==> src/hw/amsc_pkg.sv <==
/*
 * Shared constants for the alt-mode strap and control-pin decoder.
 * Assumes a 20 MHz system clock and four-level straps given as 2-bit codes.
 */
`default_nettype none
package amsc_pkg;
    // ---------------------------------------------------------------
    // strap levels
    // ---------------------------------------------------------------
    localparam logic [1:0] AMSC_LVL_0 = 2'h0;
    localparam logic [1:0] AMSC_LVL_F = 2'h3;
    // ---------------------------------------------------------------
    // timing
    // ---------------------------------------------------------------
    localparam int AMSC_CLK_HZ = 20000000;
    localparam int AMSC_HPD_LOW_US = 2000;
    localparam int AMSC_HPD_LOW_CYC = AMSC_HPD_LOW_US * (AMSC_CLK_HZ / 1000000);
    localparam int AMSC_HPD_CNT_W = 16;
    // ---------------------------------------------------------------
    // values after reset
    // ---------------------------------------------------------------
    localparam logic [1:0] AMSC_RST_STRAP = 2'h0;
    localparam logic [3:0] AMSC_RST_GAIN = 4'h0;
    localparam logic [1:0] AMSC_RST_ADDR = 2'h0;
    localparam logic AMSC_RST_LATCHED = 1'b0;
    localparam logic [AMSC_HPD_CNT_W-1:0] AMSC_RST_CNT = 16'h0000;
endpackage
`default_nettype wire

==> src/hw/amsc_top.sv <==
/*
 * Alt-mode strap and control-pin decoder: straps, pin muxing between
 * direct control and the serial port, hot-plug timeout, aux routing,
 * and the small gain register that each receiver group uses.
 * Assumes synchronous inputs, straps stable across reset release, and an
 * external serial-port engine that supplies the dp enable register bit.
 */
`default_nettype none
module amsc_top #(
    parameter int HPD_LOW_CYC = amsc_pkg::AMSC_HPD_LOW_CYC
) (
    input wire logic i_clk,
    input wire logic i_nrst,
    input wire logic [1:0] i_bus_sel_strap,
    input wire logic [1:0] i_dp_gain_sel_lo,
    input wire logic [1:0] i_dp_gain_sel_hi,
    input wire logic [1:0] i_up_gain_sel_lo,
    input wire logic [1:0] i_up_gain_sel_hi,
    input wire logic [1:0] i_down_gain_sel_lo,
    input wire logic [1:0] i_down_gain_sel_hi,
    input wire logic i_shared_clk_pin,
    input wire logic i_shared_data_pin,
    input wire logic i_path_en_pin,
    input wire logic i_aux_listen_ctl,
    input wire logic i_reg_dp_en,
    input wire logic i_aux_pos,
    input wire logic i_aux_neg,
    input wire logic i_usb_in_use,
    output logic o_serial_mode,
    output logic o_flip,
    output logic o_usb_path_ctl,
    output logic o_serial_clk,
    output logic o_serial_data,
    output logic o_dp_en,
    output logic o_dp_lanes_en,
    output logic o_aux_switch_closed,
    output logic o_snoop_en,
    output logic [1:0] o_target_addr,
    output logic [3:0] o_dp_gain,
    output logic [3:0] o_up_gain,
    output logic [3:0] o_down_gain,
    output logic o_down_gain_valid,
    output logic o_sbu1_pos,
    output logic o_sbu1_neg,
    output logic o_sbu2_pos,
    output logic o_sbu2_neg
);
    import amsc_pkg::*;

    // ---------------------------------------------------------------
    // strap capture
    // ---------------------------------------------------------------
    logic latched;
    logic [1:0] bus_sel;
    logic [1:0] target_addr;
    logic [3:0] dp_gain;
    logic [3:0] up_gain;
    logic [3:0] down_gain;

    // address from straps
    // any level other than zero reads as a one, so F and 0 give both values
    wire [1:0] next_target_addr = {
        i_dp_gain_sel_lo != AMSC_LVL_0,
        i_up_gain_sel_lo != AMSC_LVL_0
    };

    // latch once after release
    // straps are caught on the first edge after reset, never in reset itself
    always_ff @(posedge i_clk or negedge i_nrst) begin
        if (!i_nrst) begin
            latched <= AMSC_RST_LATCHED;
            bus_sel <= AMSC_RST_STRAP;
            target_addr <= AMSC_RST_ADDR;
        end else if (!latched) begin
            latched <= 1'b1;
            bus_sel <= i_bus_sel_strap;
            target_addr <= next_target_addr;
        end
    end

    // ---------------------------------------------------------------
    // gain straps
    // ---------------------------------------------------------------
    // gains follow the straps live so the board can retune them
    // dp gain combine
    amsc_gain_reg #(
        .SEL_W(2)
    ) u_dp_gain (
        .i_clk(i_clk),
        .i_nrst(i_nrst),
        .i_sel_lo(i_dp_gain_sel_lo),
        .i_sel_hi(i_dp_gain_sel_hi),
        .o_gain(dp_gain)
    );

    amsc_gain_reg #(
        .SEL_W(2)
    ) u_up_gain (
        .i_clk(i_clk),
        .i_nrst(i_nrst),
        .i_sel_lo(i_up_gain_sel_lo),
        .i_sel_hi(i_up_gain_sel_hi),
        .o_gain(up_gain)
    );

    amsc_gain_reg #(
        .SEL_W(2)
    ) u_down_gain (
        .i_clk(i_clk),
        .i_nrst(i_nrst),
        .i_sel_lo(i_down_gain_sel_lo),
        .i_sel_hi(i_down_gain_sel_hi),
        .o_gain(down_gain)
    );

    // ---------------------------------------------------------------
    // pin muxing
    // ---------------------------------------------------------------
    wire serial_mode = latched && (bus_sel != AMSC_LVL_0);
    wire direct_mode = latched && (bus_sel == AMSC_LVL_0);

    // ---------------------------------------------------------------
    // plug-detect timeout
    // ---------------------------------------------------------------
    logic [AMSC_HPD_CNT_W-1:0] low_cnt;
    logic hpd_lost;
    wire hpd_low = serial_mode && !i_path_en_pin;
    // limit is cut to the counter width: keep it below 65536 cycles
    wire [AMSC_HPD_CNT_W-1:0] cnt_lim = HPD_LOW_CYC[AMSC_HPD_CNT_W-1:0];
    wire at_limit = (low_cnt == cnt_lim);
    wire [AMSC_HPD_CNT_W-1:0] next_low_cnt = low_cnt + AMSC_HPD_CNT_W'(1);

    // low longer than limit
    // strictly greater: lanes drop one cycle after the count reaches the limit
    always_ff @(posedge i_clk or negedge i_nrst) begin
        if (!i_nrst) begin
            low_cnt <= AMSC_RST_CNT;
            hpd_lost <= 1'b0;
        end else if (!hpd_low) begin
            low_cnt <= AMSC_RST_CNT;
            hpd_lost <= 1'b0;
        end else if (!at_limit) begin
            low_cnt <= next_low_cnt;
        end else begin
            hpd_lost <= 1'b1;
        end
    end

    // ---------------------------------------------------------------
    // shared pin roles
    // ---------------------------------------------------------------
    // clock pin role
    assign o_flip = direct_mode & i_shared_clk_pin;
    assign o_serial_clk = serial_mode & i_shared_clk_pin;
    assign o_usb_path_ctl = direct_mode & i_shared_data_pin;
    assign o_serial_data = serial_mode & i_shared_data_pin;

    // ---------------------------------------------------------------
    // dp enable and lanes
    // ---------------------------------------------------------------
    // dp enable source
    assign o_dp_en = direct_mode ? i_path_en_pin : (serial_mode & i_reg_dp_en);
    assign o_dp_lanes_en = o_dp_en & ~hpd_lost;
    assign o_aux_switch_closed = o_dp_en;

    // ---------------------------------------------------------------
    // snoop and status
    // ---------------------------------------------------------------
    // snoop control
    // in serial mode the listen pin is reserved, snooping stays on
    assign o_snoop_en = direct_mode ? ~i_aux_listen_ctl : serial_mode;
    assign o_serial_mode = serial_mode;
    assign o_target_addr = serial_mode ? target_addr : AMSC_RST_ADDR;
    assign o_dp_gain = dp_gain;
    assign o_up_gain = up_gain;
    assign o_down_gain = down_gain;
    assign o_down_gain_valid = i_usb_in_use;

    // ---------------------------------------------------------------
    // aux routing
    // ---------------------------------------------------------------
    // aux routing by flip
    wire aux_on = o_aux_switch_closed;
    wire flipped = direct_mode & i_shared_clk_pin;
    assign o_sbu1_pos = aux_on & ~flipped & i_aux_pos;
    assign o_sbu1_neg = aux_on & ~flipped & i_aux_neg;
    assign o_sbu2_pos = aux_on & flipped & i_aux_pos;
    assign o_sbu2_neg = aux_on & flipped & i_aux_neg;
endmodule

// ---------------------------------------------------------------
// gain register
// ---------------------------------------------------------------
// one copy per receiver group; the strap pair is kept as one code
module amsc_gain_reg #(
    parameter int SEL_W = 2
) (
    input wire logic i_clk,
    input wire logic i_nrst,
    input wire logic [SEL_W-1:0] i_sel_lo,
    input wire logic [SEL_W-1:0] i_sel_hi,
    output logic [2*SEL_W-1:0] o_gain
);
    import amsc_pkg::*;

    localparam int GAIN_W = 2 * SEL_W;
    localparam logic [GAIN_W-1:0] RST_GAIN = GAIN_W'(AMSC_RST_GAIN);

    // hi strap is the upper half of the code, lo strap the lower
    wire [GAIN_W-1:0] next_gain = {i_sel_hi, i_sel_lo};

    always_ff @(posedge i_clk or negedge i_nrst) begin
        if (!i_nrst) begin
            o_gain <= RST_GAIN;
        end else begin
            o_gain <= next_gain;
        end
    end
endmodule
`default_nettype wire

==> config.mk <==
export PLATFORM = sky130hd
export DESIGN_NAME = amsc_top
export DESIGN_NICKNAME = d
export VERILOG_FILES = /design/src/hw/amsc_pkg.sv /design/src/hw/amsc_top.sv
export SDC_FILE = /design/constraint.sdc
export NUM_CORES = 1
export LEC_CHECK = 0
export BUFFER_PORTS_ARGS = -buffer_cell sky130_fd_sc_hd__buf_4
export CAP_MARGIN = 30
export CELL_PAD_IN_SITES_DETAIL_PLACEMENT = 1
export CELL_PAD_IN_SITES_GLOBAL_PLACEMENT = 1
export CORE_UTILIZATION = 39
export CTS_CLUSTER_DIAMETER = 200
export DETAILED_ROUTE_END_ITERATION = 12
export GPL_TIMING_DRIVEN = 0
export PLACE_DENSITY_LB_ADDON = 0.1
export SETUP_SLACK_MARGIN = 0.02
export SLEW_MARGIN = 15
export SYNTH_ARGS = -nofsm -noshare
export SYNTH_HDL_FRONTEND = slang
export SYNTH_HIERARCHICAL = 1
export SYNTH_SLANG_ARGS = --single-unit
==> constraint.sdc <==
create_clock -name i_clk -period 3.2 [get_ports i_clk]
set_input_delay 0.32 -clock i_clk [delete_from_list [all_inputs] [get_ports i_clk]]
set_output_delay 0.32 -clock i_clk [all_outputs]
set_load 0.005 [all_outputs]
==> flow_summary.toml <==
[status]
status = "finished, final reports clean"

[logic_synthesis]
ys_async_sr_fraction_pct = 100.0
ys_warn_count = 6
netlist-cell-type-count = 33
synth-main-ff-cell = "dfrtp_1"
synth.yosys.seq_area_share_pct = 57.53
postSynthAreaPerCell_sq_um = 10.80
flops_latches_synth = 34
synth_area_sq_mm = 0.001479
synthDominantAreaCellType = "dfrtp_1"
yosys.area.top_type_share_pct = 57.53
synth_fp_nets = 163
number_of_enable_type_register_cells_in_the_synthesized_netlist = 0
yosys-top-cells-area = "dfrtp_1 (58%), xnor2_1 (5.3%), nor2_1 (4.1%)"
number_of_instances_in_the_synthesized_netlist = 137

[drt]
route.antenna.remaining_nets = 0
routed_via_density = 5.033
wirelength_um = 3327
drtIter0Drc = 13
drtPass1Iterations = 4
routed_length_per_placed_instance_um = 13.64
detail_route.drc_violations = 0
routed-via-count = 1228

[critical_path]
cp_data_required_time_ns = 2.88
cp_slowest_cell = "a21boi_0"
crit_fanout = 10
crit_family = "compound AO/OA/AOI/OAI gates"
critical_path_class = "reg -> out"
worstPathArrival_ns = 1.84
worst_path_largest_cell_delay_ns = 0.54
worstSetupEndpointType = "primary output"
path_cells = "clkbuf_1 -> a21boi_0 -> and3_1 -> buf_4"
crit_buf_inv = 2
worstSetupStartpointType = "flip-flop"

[sta]
timing.setup.tns_ns = 0
finalHoldViolCount = 0
slew_headroom_pct = 60.92
timing_max_transition_violations_final = 0
final_critical_path_time_including_i_o_delays_and_setup_ns = 2.157
setup_viol = 0
fin_ws_ns = 1.043
maxClockFrequency_ghz = 0.4637
finalHoldWorstSlack_ns = 0.1330
rsz0062_at_grt = "false"
fin_crit_sh_pct = 67.39
worst-slew-pin-transition_ns = 0.5810
final.setup_skew_ns = 0.005177

[clock_network]
worst_skew_pair.late_latency_ns = 0.29
tritoncts = "yes"
postCtsResizedCells = 0
hold_fix_buffer_count_after_cts = 1
clock_tree.root_cell = "clkbuf_8"
cts.reportedPaths.clkPinSlew_ns = 0.07
post_cts_repair_setup_buffers = 0
clock_sinks = 34
clock_tree.htree_level_count = 2
cts.path.max_buffers = 2
tritoncts.num_buffers = 5

[power]
sw_frac_of_total_pct = 21.93
power_leakage_uw = 0.0009436
netSwitchingPower_uw = 205.1
cell_area_power_density_mw_per_mm2 = 458.8
internal_power_uw = 730.0
power_frac_clock_pct = 41.7
vdd_ir_drop_max_mv = 0.2995
logic_pwr_share_pct = 10.1
totalPowerFinal_uw = 935.1
p_seq_share_pct = 48.2

[layout]
drive_above_1_share_pct = 34.18
final_util_pct = 55.67
final_net_count = 221
fillers = 429
areaGrowthSynthToFinish_pct = 37.82
num_antenna_cells = 0

[die]
core_region_area_sq_mm = 0.003661
die_width_um = 63.58
initial_utilization_pct = 40.40
boundaryPins = 52
die_area_sq_mm = 0.004042
floorplan.die.height_um = 63.58
placementRows = 22

[placement]
post_place_worst_slack_ns = 1.282
detailedPlacementHpwl_um = 2421
gpl.final_weighted_congestion = 0.8130
i_o_buffers = 50

[global_route]
overflow = 0
gr-usage-all-layers_pct = 18.40
wire_length_of_the_first_global_routing_pass_um = 5568
initial_antenna_violation_count = 0
grt_max_degree = 35
vias_in_the_first_global_route = 1212

[hold_path]
min_path_type = "in -> reg"

[run]
timing.max_cap.violations = 0
[cell families (layout without fill, tap and decap cells)]
group                    Yosys count  after routing  synth area share [%]
flip-flops                        34             34                 57.53
multiplexers                       3              3                 2.200
XOR/XNOR                          11             11                 6.515
AND/OR/NAND/NOR                   62             62                 23.44
buffers and inverters             11             70                 3.299
adder cells (fa/ha/maj)            2              2                 1.692
AO/OA/AOI/OAI                     13             13                 5.075
other                              1              1                0.2536
[per-stage QoR]
stage	cells	instance area, sq um
2_1_floorplan	137	1479
3_3_place_gp	235	1914
3_5_place_dp	235	1914
4_1_cts	244	2038
5_1_grt	244	2038
6_report	244	2038
[path summary, 6_finish.rpt]
kind,cells after the start,start,slack (ns),to
max,4,latched,1.04,o_sbu2_pos
min,1,i_down_gain_sel_lo[0],0.13,u_down_gain/o_gain[0]
max reg2reg,6,bus_sel[1],1.35,low_cnt[6]
min reg2reg,2,target_addr[1],0.48,target_addr[1]
max in group asynchronous,2,i_nrst,2.38,u_up_gain/o_gain[1]
min in group asynchronous,2,i_nrst,0.52,low_cnt[2]
[power by group through the flow]
stage               registers, uW  clock network [uW]  logic, uW
detailed placement            459                   0       96.5
CTS                           451                 402       97.6
global route                  452                 415        105
global placement              459                   0       93.4
finish                        451                 390       94.8
floorplan                     459                   0       28.6
[synthesized netlist by cell type, types with 3 or more instances]
cell,count
dfrtp_1,34
nor2_1,16
xnor2_1,9
nand2_1,8
and3_1,7
inv_1,6
a21oi_1,5
and2_1,5
nand3_1,5
nor4_1,4
o21ai_0,4
clkbuf_1,3
nand4_1,3
[layer usage]
metal / up-vias / GRT usage [%] / routed length (um)
met1: 595 / 22.82 / 1448
met3: 6 / 5.254 / 212
li1: 581 / - / -
met2: 46 / 29.79 / 1614
met4: 0 / 7.670 / 51
met5: - / 0 / 0
[layout by cell type (no fill, tap or decap), drive strengths merged, types with 5 or more instances in the layout]
cell type,count
and2,5
xnor2,9
nand2,8
nor2,16
inv,6
buf,52
clkbuf,8
a21oi,5
and3,8
nand3,5
dfrtp,34
[flip-flops by register name, indices dropped and copies added, names as in the netlist]
signal	cells
latched	1
u_down_gain/o_gain	4
u_up_gain/o_gain	4
low_cnt	16
bus_sel	2
u_dp_gain/o_gain	4
target_addr	2
hpd_lost	1
[final cells by class]
type	count	area (sq um)	area share [%]
Sequential cell	34	850.8	41.74
Multi-Input combinational cell	92	579.3	28.42
Clock buffer	5	68.82	3.376
Timing Repair Buffer	51	385.4	18.91
Inverter	6	22.52	1.105
Clock inverter	3	45.04	2.210
Tap cell	48	60.06	2.947
Buffer	5	26.28	1.289
Note: power is estimated with default switching activity, not from simulation.
